[src/hdl/ptg_pkg.sv]
// constants, register map and carrier types of the pattern generator
// assumes one clock at 20 MHz and an external indirect register access path
package ptg_pkg;
   // ==========================================================
   // register offsets
   localparam logic [7:0] OFF_CONTROL = 8'h01;
   localparam logic [7:0] OFF_CONFIG = 8'h02;
   localparam logic [7:0] OFF_TYPE_CHANNEL = 8'h03;
   localparam logic [7:0] OFF_LINE_HI = 8'h04;
   localparam logic [7:0] OFF_LINE_LO = 8'h05;
   localparam logic [7:0] OFF_STRIPE_HI = 8'h06;
   localparam logic [7:0] OFF_STRIPE_LO = 8'h07;
   localparam logic [7:0] OFF_ACTIVE_HI = 8'h08;
   localparam logic [7:0] OFF_ACTIVE_LO = 8'h09;
   localparam logic [7:0] OFF_TOTAL_HI = 8'h0A;
   localparam logic [7:0] OFF_TOTAL_LO = 8'h0B;
   localparam logic [7:0] OFF_PERIOD_HI = 8'h0C;
   localparam logic [7:0] OFF_PERIOD_LO = 8'h0D;
   localparam logic [7:0] OFF_BLANK_AFTER = 8'h0E;
   localparam logic [7:0] OFF_BLANK_BEFORE = 8'h0F;
   localparam logic [7:0] OFF_PATTERN0 = 8'h10;
   localparam logic [7:0] OFF_LAST = 8'h1F;
   localparam int REG_COUNT = 32;
   localparam int PATTERN_BYTES = 16;

   // ==========================================================
   // field positions and reset values
   localparam int CTL_ENABLE_BIT = 0;
   localparam int CFG_BARS_LSB = 0;
   localparam int CFG_FIXED_BIT = 3;
   localparam int CFG_BLOCK_LSB = 4;
   localparam int DI_TYPE_LSB = 0;
   localparam int DI_CHANNEL_LSB = 6;
   localparam logic [7:0] CONFIG_RESET = 8'h03;
   localparam logic [7:0] OTHER_RESET = 8'h00;

   // ==========================================================
   // packet codes and bar values
   localparam logic [5:0] DT_FRAME_START = 6'h00;
   localparam logic [5:0] DT_FRAME_END = 6'h01;
   localparam logic [7:0] BAR_VALUE [8] =
      '{8'hAA, 8'h33, 8'hF0, 8'h7F, 8'h55, 8'hCC, 8'h0F, 8'h80};
   localparam logic [7:0] INVERT_MASK = 8'hFF;

   // ==========================================================
   // timing
   localparam int CLK_PERIOD_NS = 50;
   localparam int PERIOD_UNIT_NS = 10;
   localparam logic [16:0] UNITS_PER_CLK = 17'(CLK_PERIOD_NS / PERIOD_UNIT_NS);

   // ==========================================================
   // types
   typedef enum logic [0:0] {
      ST_IDLE = 1'b0,
      ST_BODY = 1'b1
   } ptg_state_t;

   typedef struct packed {
      logic valid;
      logic header;
      logic isShort;
      logic [1:0] channel;
      logic [5:0] dataType;
      logic [15:0] wordCount;
      logic [7:0] data;
      logic last;
   } ptg_tx_t;

   typedef struct packed {
      logic write;
      logic read;
      logic [7:0] addr;
      logic [7:0] wdata;
   } ptg_reg_req_t;

   function automatic logic [15:0] join16(input logic [7:0] hi, input logic [7:0] lo);
      return {hi, lo};
   endfunction
endpackage

[src/hdl/ptg_byte_source.sv]
// byte generator for one line: color bars or repeating fixed block
// assumes the caller pulses lineStart before each line and advance per byte taken
`timescale 1ns/1ns
`default_nettype none
module ptg_byte_source (
   input wire logic clk,
   input wire logic rstn,
   input wire logic lineStart,
   input wire logic advance,
   input wire logic fixedMode,
   input wire logic [1:0] barSel,
   input wire logic [15:0] barBytes,
   input wire logic [3:0] blockCode,
   input wire logic [8*ptg_pkg::PATTERN_BYTES-1:0] pattern,
   output logic [7:0] data
);
   logic [15:0] barCnt;
   logic [2:0] barIdx;
   logic [3:0] blkIdx;
   wire logic [2:0] lastBar = 3'((1 << barSel) - 1);
   wire logic barEnd = (barCnt + 16'h0001 >= barBytes);
   wire logic onLastBar = (barIdx == lastBar);
   wire logic [3:0] blkLast = blockCode - 4'h1;
   wire logic [7:0] fixedByte = pattern[8*blkIdx +: 8];
   wire logic [7:0] fixedOut = barIdx[0] ? (fixedByte ^ ptg_pkg::INVERT_MASK) : fixedByte;
   assign data = fixedMode ? fixedOut : ptg_pkg::BAR_VALUE[barIdx];

   // ==========================================================
   // counters
   always_ff @(posedge clk or negedge rstn) begin
      if (!rstn) begin
         barCnt <= 16'h0000;
         barIdx <= 3'h0;
         blkIdx <= 4'h0;
      end else if (lineStart) begin
         barCnt <= 16'h0000;
         barIdx <= 3'h0;
         blkIdx <= 4'h0;
      end else if (advance) begin
         blkIdx <= (blkIdx == blkLast) ? 4'h0 : blkIdx + 4'h1;
         if (barEnd && !onLastBar) begin
            barCnt <= 16'h0000;
            barIdx <= barIdx + 3'h1;
         end else if (!onLastBar) begin
            barCnt <= barCnt + 16'h0001;
         end
      end
   end
endmodule
`default_nettype wire

[src/hdl/ptg_generator.sv]
// pattern generator top: register page, frame timing and packet stream
// assumes the indirect access path decodes the page and passes offset accesses here
`timescale 1ns/1ns
`default_nettype none
// Overview of operation
// - first four bars carry AA 33 F0 7F
// - bars five to seven carry 55 CC 0F
// - eighth bar 0x80, fills line remainder
// - bar count one, two, four or eight
// - line and bar lengths programmable in bytes
// - line packets carry programmed data type, all packets channel
// - active rows within programmed total rows
// - line starts spaced by period in 10ns
// - front porch blank rows before frame end
// - back porch blank rows after frame start
// - runs on transmit clock, formats packets itself
// - fixed mode reuses dimensions, repeats block
// - fixed mode bars alternate block and inverse
// - fixed block size up to sixteen bytes
// - sixteen byte registers hold the block
// - two pattern types on page zero
module ptg_generator (
   input wire logic clk,
   input wire logic rstn,
   input wire ptg_pkg::ptg_reg_req_t regReq,
   output logic [7:0] regRdata,
   input wire logic txReady,
   output ptg_pkg::ptg_tx_t txOut
);
   // ==========================================================
   // register page
   logic [7:0] regs [ptg_pkg::REG_COUNT];
   wire logic regHit = (regReq.addr >= ptg_pkg::OFF_CONTROL) &&
      (regReq.addr <= ptg_pkg::OFF_LAST);
   wire logic [4:0] regIdx = regReq.addr[4:0];

   always_ff @(posedge clk or negedge rstn) begin
      if (!rstn) begin
         for (int i = 0; i < ptg_pkg::REG_COUNT; i++) begin
            regs[i] <= ptg_pkg::OTHER_RESET;
         end
         regs[ptg_pkg::OFF_CONFIG[4:0]] <= ptg_pkg::CONFIG_RESET;
      end else if (regReq.write && regHit) begin
         regs[regIdx] <= regReq.wdata;
      end
   end

   always_ff @(posedge clk or negedge rstn) begin
      if (!rstn) begin
         regRdata <= 8'h00;
      end else if (regReq.read) begin
         regRdata <= regHit ? regs[regIdx] : 8'h00;
      end
   end

   // ==========================================================
   // field decode
   wire logic [7:0] ctl = regs[ptg_pkg::OFF_CONTROL[4:0]];
   wire logic [7:0] cfg = regs[ptg_pkg::OFF_CONFIG[4:0]];
   wire logic [7:0] di = regs[ptg_pkg::OFF_TYPE_CHANNEL[4:0]];
   wire logic enable = ctl[ptg_pkg::CTL_ENABLE_BIT];
   wire logic fixedMode = cfg[ptg_pkg::CFG_FIXED_BIT];
   wire logic [1:0] barSel = cfg[ptg_pkg::CFG_BARS_LSB +: 2];
   wire logic [3:0] blockCode = cfg[ptg_pkg::CFG_BLOCK_LSB +: 4];
   wire logic [5:0] dataType = di[ptg_pkg::DI_TYPE_LSB +: 6];
   wire logic [1:0] channel = di[ptg_pkg::DI_CHANNEL_LSB +: 2];
   wire logic [15:0] lineBytes = ptg_pkg::join16(regs[ptg_pkg::OFF_LINE_HI[4:0]],
      regs[ptg_pkg::OFF_LINE_LO[4:0]]);
   wire logic [15:0] barBytes = ptg_pkg::join16(regs[ptg_pkg::OFF_STRIPE_HI[4:0]],
      regs[ptg_pkg::OFF_STRIPE_LO[4:0]]);
   wire logic [15:0] activeRows = ptg_pkg::join16(regs[ptg_pkg::OFF_ACTIVE_HI[4:0]],
      regs[ptg_pkg::OFF_ACTIVE_LO[4:0]]);
   wire logic [15:0] totalRows = ptg_pkg::join16(regs[ptg_pkg::OFF_TOTAL_HI[4:0]],
      regs[ptg_pkg::OFF_TOTAL_LO[4:0]]);
   wire logic [15:0] rowPeriod = ptg_pkg::join16(regs[ptg_pkg::OFF_PERIOD_HI[4:0]],
      regs[ptg_pkg::OFF_PERIOD_LO[4:0]]);
   wire logic [7:0] blankAfter = regs[ptg_pkg::OFF_BLANK_AFTER[4:0]];
   wire logic [7:0] blankBefore = regs[ptg_pkg::OFF_BLANK_BEFORE[4:0]];

   logic [8*ptg_pkg::PATTERN_BYTES-1:0] pattern;
   always_comb begin
      for (int i = 0; i < ptg_pkg::PATTERN_BYTES; i++) begin
         pattern[8*i +: 8] = regs[int'(ptg_pkg::OFF_PATTERN0) + i];
      end
   end

   // ==========================================================
   // line period timing
   logic [16:0] periodAcc;
   wire logic [16:0] accSum = periodAcc + ptg_pkg::UNITS_PER_CLK;
   wire logic lineTick = enable && (accSum >= {1'b0, rowPeriod});
   wire logic [16:0] next_periodAcc = !enable ? 17'h00000 :
      lineTick ? accSum - {1'b0, rowPeriod} : accSum;

   always_ff @(posedge clk or negedge rstn) begin
      if (!rstn) begin
         periodAcc <= 17'h00000;
      end else begin
         periodAcc <= next_periodAcc;
      end
   end

   // ==========================================================
   // row sequencing
   logic [15:0] row;
   wire logic [16:0] firstActive = {9'h000, blankAfter};
   wire logic [16:0] endActive = firstActive + {1'b0, activeRows};
   wire logic [16:0] endRow = endActive + {9'h000, blankBefore};
   wire logic rowIsActive = ({1'b0, row} >= firstActive) && ({1'b0, row} < endActive);
   wire logic rowIsFirst = (row == 16'h0000);
   wire logic rowIsEnd = ({1'b0, row} == endRow);
   wire logic rowWrap = (row + 16'h0001 >= totalRows);
   wire logic [15:0] next_row = !enable ? 16'h0000 :
      !lineTick ? row : rowWrap ? 16'h0000 : row + 16'h0001;

   always_ff @(posedge clk or negedge rstn) begin
      if (!rstn) begin
         row <= 16'h0000;
      end else begin
         row <= next_row;
      end
   end

   // ==========================================================
   // pending packets, frame start before line before frame end
   logic pendStart;
   logic pendLine;
   logic pendEnd;
   ptg_pkg::ptg_state_t state;
   logic [15:0] bytesLeft;
   wire logic slotFree = !txOut.valid || txReady;
   wire logic idleFree = (state == ptg_pkg::ST_IDLE) && slotFree;
   wire logic takeStart = idleFree && pendStart;
   wire logic takeLine = idleFree && !pendStart && pendLine;
   wire logic takeEnd = idleFree && !pendStart && !pendLine && pendEnd;
   wire logic takeByte = (state == ptg_pkg::ST_BODY) && slotFree;
   wire logic lastByte = (bytesLeft == 16'h0001);

   always_ff @(posedge clk or negedge rstn) begin
      if (!rstn) begin
         pendStart <= 1'b0;
         pendLine <= 1'b0;
         pendEnd <= 1'b0;
      end else if (!enable) begin
         pendStart <= 1'b0;
         pendLine <= 1'b0;
         pendEnd <= 1'b0;
      end else begin
         pendStart <= (lineTick && rowIsFirst) || (pendStart && !takeStart);
         pendLine <= (lineTick && rowIsActive) || (pendLine && !takeLine);
         pendEnd <= (lineTick && rowIsEnd) || (pendEnd && !takeEnd);
      end
   end

   // ==========================================================
   // packet state machine
   wire ptg_pkg::ptg_state_t next_state = takeLine && (lineBytes != 16'h0000) ?
      ptg_pkg::ST_BODY : (takeByte && lastByte) ? ptg_pkg::ST_IDLE : state;

   always_ff @(posedge clk or negedge rstn) begin
      if (!rstn) begin
         state <= ptg_pkg::ST_IDLE;
         bytesLeft <= 16'h0000;
      end else begin
         state <= next_state;
         if (takeLine) begin
            bytesLeft <= lineBytes;
         end else if (takeByte) begin
            bytesLeft <= bytesLeft - 16'h0001;
         end
      end
   end

   // ==========================================================
   // byte source
   logic [7:0] srcByte;
   ptg_byte_source byteSource (
      .clk(clk),
      .rstn(rstn),
      .lineStart(takeLine),
      .advance(takeByte),
      .fixedMode(fixedMode),
      .barSel(barSel),
      .barBytes(barBytes),
      .blockCode(blockCode),
      .pattern(pattern),
      .data(srcByte)
   );

   // ==========================================================
   // transmitter output register
   ptg_pkg::ptg_tx_t next_tx;
   always_comb begin
      next_tx = txOut;
      if (slotFree) begin
         next_tx.valid = takeStart || takeLine || takeEnd || takeByte;
         next_tx.header = takeStart || takeLine || takeEnd;
         next_tx.isShort = takeStart || takeEnd;
         next_tx.channel = channel;
         next_tx.dataType = takeStart ? ptg_pkg::DT_FRAME_START :
            takeEnd ? ptg_pkg::DT_FRAME_END : dataType;
         next_tx.wordCount = takeLine ? lineBytes : 16'h0000;
         next_tx.data = takeByte ? srcByte : 8'h00;
         next_tx.last = takeByte ? lastByte :
            (takeStart || takeEnd || (takeLine && lineBytes == 16'h0000));
      end
   end

   always_ff @(posedge clk or negedge rstn) begin
      if (!rstn) begin
         txOut <= '0;
      end else begin
         txOut <= next_tx;
      end
   end
endmodule
`default_nettype wire

[config.mk]
export PLATFORM = sky130hd
export DESIGN_NAME = ptg_generator
export DESIGN_NICKNAME = d
export VERILOG_FILES = /design/src/hdl/ptg_pkg.sv /design/src/hdl/ptg_byte_source.sv /design/src/hdl/ptg_generator.sv
export SDC_FILE = /design/constraint.sdc
export NUM_CORES = 1
export LEC_CHECK = 0
export ABC_AREA = 1
export BUFFER_PORTS_ARGS = -buffer_cell sky130_fd_sc_hd__buf_2
export CAP_MARGIN = 0
export CORE_ASPECT_RATIO = 0.8
export CORE_MARGIN = 8
export CORE_UTILIZATION = 35
export DETAILED_ROUTE_END_ITERATION = 7
export PLACE_DENSITY_LB_ADDON = 0.08
export SYNTH_ARGS = -nofsm -noshare
export SYNTH_HDL_FRONTEND = slang
export SYNTH_SLANG_ARGS = --single-unit
[constraint.sdc]
create_clock -name clk -period 5.93 [get_ports clk]
set_input_delay 0.2965 -clock clk [delete_from_list [all_inputs] [get_ports clk]]
set_output_delay 0.2965 -clock clk [all_outputs]
set_load 0.02 [all_outputs]
==> flow_summary.yaml <==
run_status:
  run_status: "finished, final reports clean"
timing:
  slew_viol_final: 0
  worstMarginPinSlew_ns: 1.18
  hold_viol: 0
  fin_crit_ns: 4.27
  slew_headroom_pct: 21.5
  max_clock_freq_mhz: 234
  tns_ns: 0
  fin_skew_ns: 0.00894
  rsz0062_at_grt: "false"
  setup_viol_count_final: 0
  setup_ws_ns: 1.66
  post-route-period-util_pct: 72.0
critical_path:
  path_cells: "ha_1 > o21ai_2 > nor3_4 > nand2_2 > nor3_1 > nand2_1 > xor2_1 > inv_1 > ha_1 > nand2_1 > nor2_1 > nand4_1 > o21ai_0 > a21oi_2 > a21oi_2 > inv_2 > o41ai_1"
  arrival_ns: 4.67
  crit_path_end: "pendStart"
  critical_path_required_ns: 6.33
  critPathMaxFanout: 17
  cp-start-kind: "flip-flop"
  critPathTopFamily: "compound AO/OA/AOI/OAI gates"
  worstSetupPathType: "reg2reg"
  cpPeakStageDelay_ns: 0.51
  crit_buf_inv: 2
  worst_setup_path_end_kind: "flip-flop"
  slowest_stage: "o41ai_1"
  r2r_start: "periodAcc[0]"
  r2r-end: "pendStart"
  r2r_cells: 17
  cp.depth: 17
  crit_path_start: "periodAcc[0]"
  reg2reg_slack_ns: 1.66
synth:
  ys_types: 60
  yosys-top-cells-area: "dfrtp_1, nand2_1, o21ai_0"
  synth_top_area_share_pct: 42.3
  yosysWarnings: 0
  synth_edf_count: 0
  synth-seq-cells: 376
  yosys.area.top_type: "dfrtp_1"
  synth-compound-area-share_pct: 18.7
  ys_seq_area_share_pct: 42.5
  synth_ff_type: "dfrtp_1"
  avgSynthCellArea_um2: 7.77
  synth_xor_area_share_pct: 3.27
  async_flop_share_pct: 100
  synth_adder_area_share_pct: 5.92
  synth.cell_area_um2: 22100
  synth_top_family_by_area: "simple AND/OR/NAND/NOR gates"
  synth.area.mux_share_pct: 0
  syn_nets: 2973
  yosys.area_share.simple_pct: 21.4
  netlist_instances: 2849
clock_tree:
  clk_pin_slew_ns: 0.06
  cts_tree: "yes"
  cts_buffers: 44
  h-tree-depth: 2
  cts_root_buf: "clkbuf_16"
  worstSkewPairLatency_ns: 0.57
  cts.repair.resized: 0
  clockBufferDepth: 3
  post_cts_buffers: 0
  clock-sinks: 376
finish:
  layout_commonest_cell: "nand2_1"
  nFillCells: 6468
  regArea_um2: 9410
  area_growth_pct: 11.6
  final_cell_mix: "nand2_1, o21ai_0, dfrtp_1"
  drive_gt1_share_pct: 8.43
  nets: 2973
  multi_input_area_um2: 10900
routing:
  first_pass_iters: 7
  vias_per_cell: 5.44
  routed-via-count: 20270
  detail_route.wirelength_um: 83800
  wl_per_cell_um: 22.5
  drc: 0
  drtAntennaViolNets: 0
  drtIter0Drc: 1807
power:
  vdd_drop_max_mv: 0.228
  power_density_nw_per_um2: 332
  leakage_nw: 11.7
  switching_share_pct: 37.1
  p_comb_share_pct: 28.0
  p_seq_share_pct: 37.7
  power_switching_mw: 3.04
  pwr-share-clk_pct: 34.2
  p_int_mw: 5.16
place:
  io_buffers: 64
  place_congestion: 0.884
  hpwl_um: 60300
  place_ws_ns: 1.61
global_routing:
  globalRouteOverflowTotal: 0
  grt_pass1_vias: 19108
  grt_pass1_wl_um: 125000
  antenna_found_initial: 3
  grt_max_degree: 126
  grt_usage_pct: 22.9
floorplan:
  core_um2: 62600
  die-area_um2: 71600
  pin_count: 65
  die_h_um: 241
  rows: 82
  fp.dieW_um: 297
  start_util_pct: 35.4
flow_run:
  cap_viol_max_count: 0
min_path:
  hp-class: "in2reg"
  worstHoldPathCells: 2
worst min path at each step:
| stage | startpoint | endpoint | slack, ns |
|---|---|---|---|
| 6_report | regReq[16] | regRdata[6] | 0.19 |
| 4_1_cts | regReq[16] | regRdata[6] | 0.14 |
| 2_1_floorplan | rstn | activeRows[0] | 0.0009 |
| 3_5_place_dp | rstn | txOut[22] | 0.34 |
| 5_1_grt | regReq[16] | regRdata[6] | 0.18 |
| 3_3_place_gp | rstn | txOut[22] | 0.34 |
routing by layer:
metal | part of all wire (%) | GRT usage [%] | up-vias | routed length [um]
met3 | 9.3 | 5.97 | 101 | 7750
li1 | - | - | 9582 | -
met2 | 40 | 31.8 | 771 | 33500
met1 | 49 | 35.0 | 9816 | 41000
met5 | 0 | 0 | - | 0
met4 | 1.8 | 5.02 | 0 | 1550
sequential cells by signal, indices dropped and copies added (netlist names), 17 cells and up:
| name | cells |
|---|---|
| periodAcc | 17 |
| txOut | 36 |
| pattern | 128 |
| regs | 40 |
layout make-up:
| type | count | share of cell area (%) |
|---|---|---|
| multi-input cells | 1999 | 44.2 |
| flip-flops and latches | 376 | 38.1 |
| clock buffers | 63 | 5.40 |
| inverters | 332 | 5.04 |
| well taps | 840 | 4.25 |
| repair buffers | 96 | 2.42 |
| clock inverters | 16 | 0.577 |
| diodes | 1 | 0.0101 |
synthesized netlist by cell type (8+ instances only):
cell type,n
nand2_1,670
o21ai_0,398
dfrtp_1,374
inv_1,318
nand3_1,142
a21oi_1,126
nor2_1,121
clkbuf_1,109
ha_1,100
xor2_1,61
nor3_1,52
o22ai_1,46
nand4_1,37
o221ai_1,37
buf_2,21
xnor2_1,19
nand2_2,16
o2111ai_1,16
o31ai_1,15
o21ai_1,14
a22oi_1,13
o211ai_1,13
buf_1,10
inv_2,9
nor2_2,8
nor4_1,8
stage by stage:
stage	instances	util, %	hold slack [ns]	cell area [um^2]	power (mW)
3_5_place_dp	3642	37.1	0.340	23200	5.40
5_1_grt	3722	39.5	0.179	24700	8.67
3_3_place_gp	3642	37.1	0.337	23200	5.37
2_1_floorplan	2849	-	0.000909	22100	4.54
4_1_cts	3722	39.5	0.140	24700	8.23
6_report	3723	39.5	0.188	24700	8.20
cell families after synthesis:
group | after synthesis
buf+inv | 474
flops | 376
fa+ha+maj | 103
simple gates | 1091
compound gates | 724
xor+xnor | 81
power by group through the flow:
stage          clock [mW]  sequential, mW  combinational [mW]
6_report             2.81            3.09                2.30
5_1_grt              2.99            3.13                2.55
4_1_cts              2.87            3.09                2.27
3_5_place_dp            0            3.13                2.26
3_3_place_gp            0            3.13                2.24
2_1_floorplan           0            3.02                1.52
what timing repair did:
item	CTS	global route
endpoints found under the setup margin	0	0
hold buffers	1	0
endpoints found under the hold margin	82	0
Note: power is estimated with default switching activity, not from simulation.
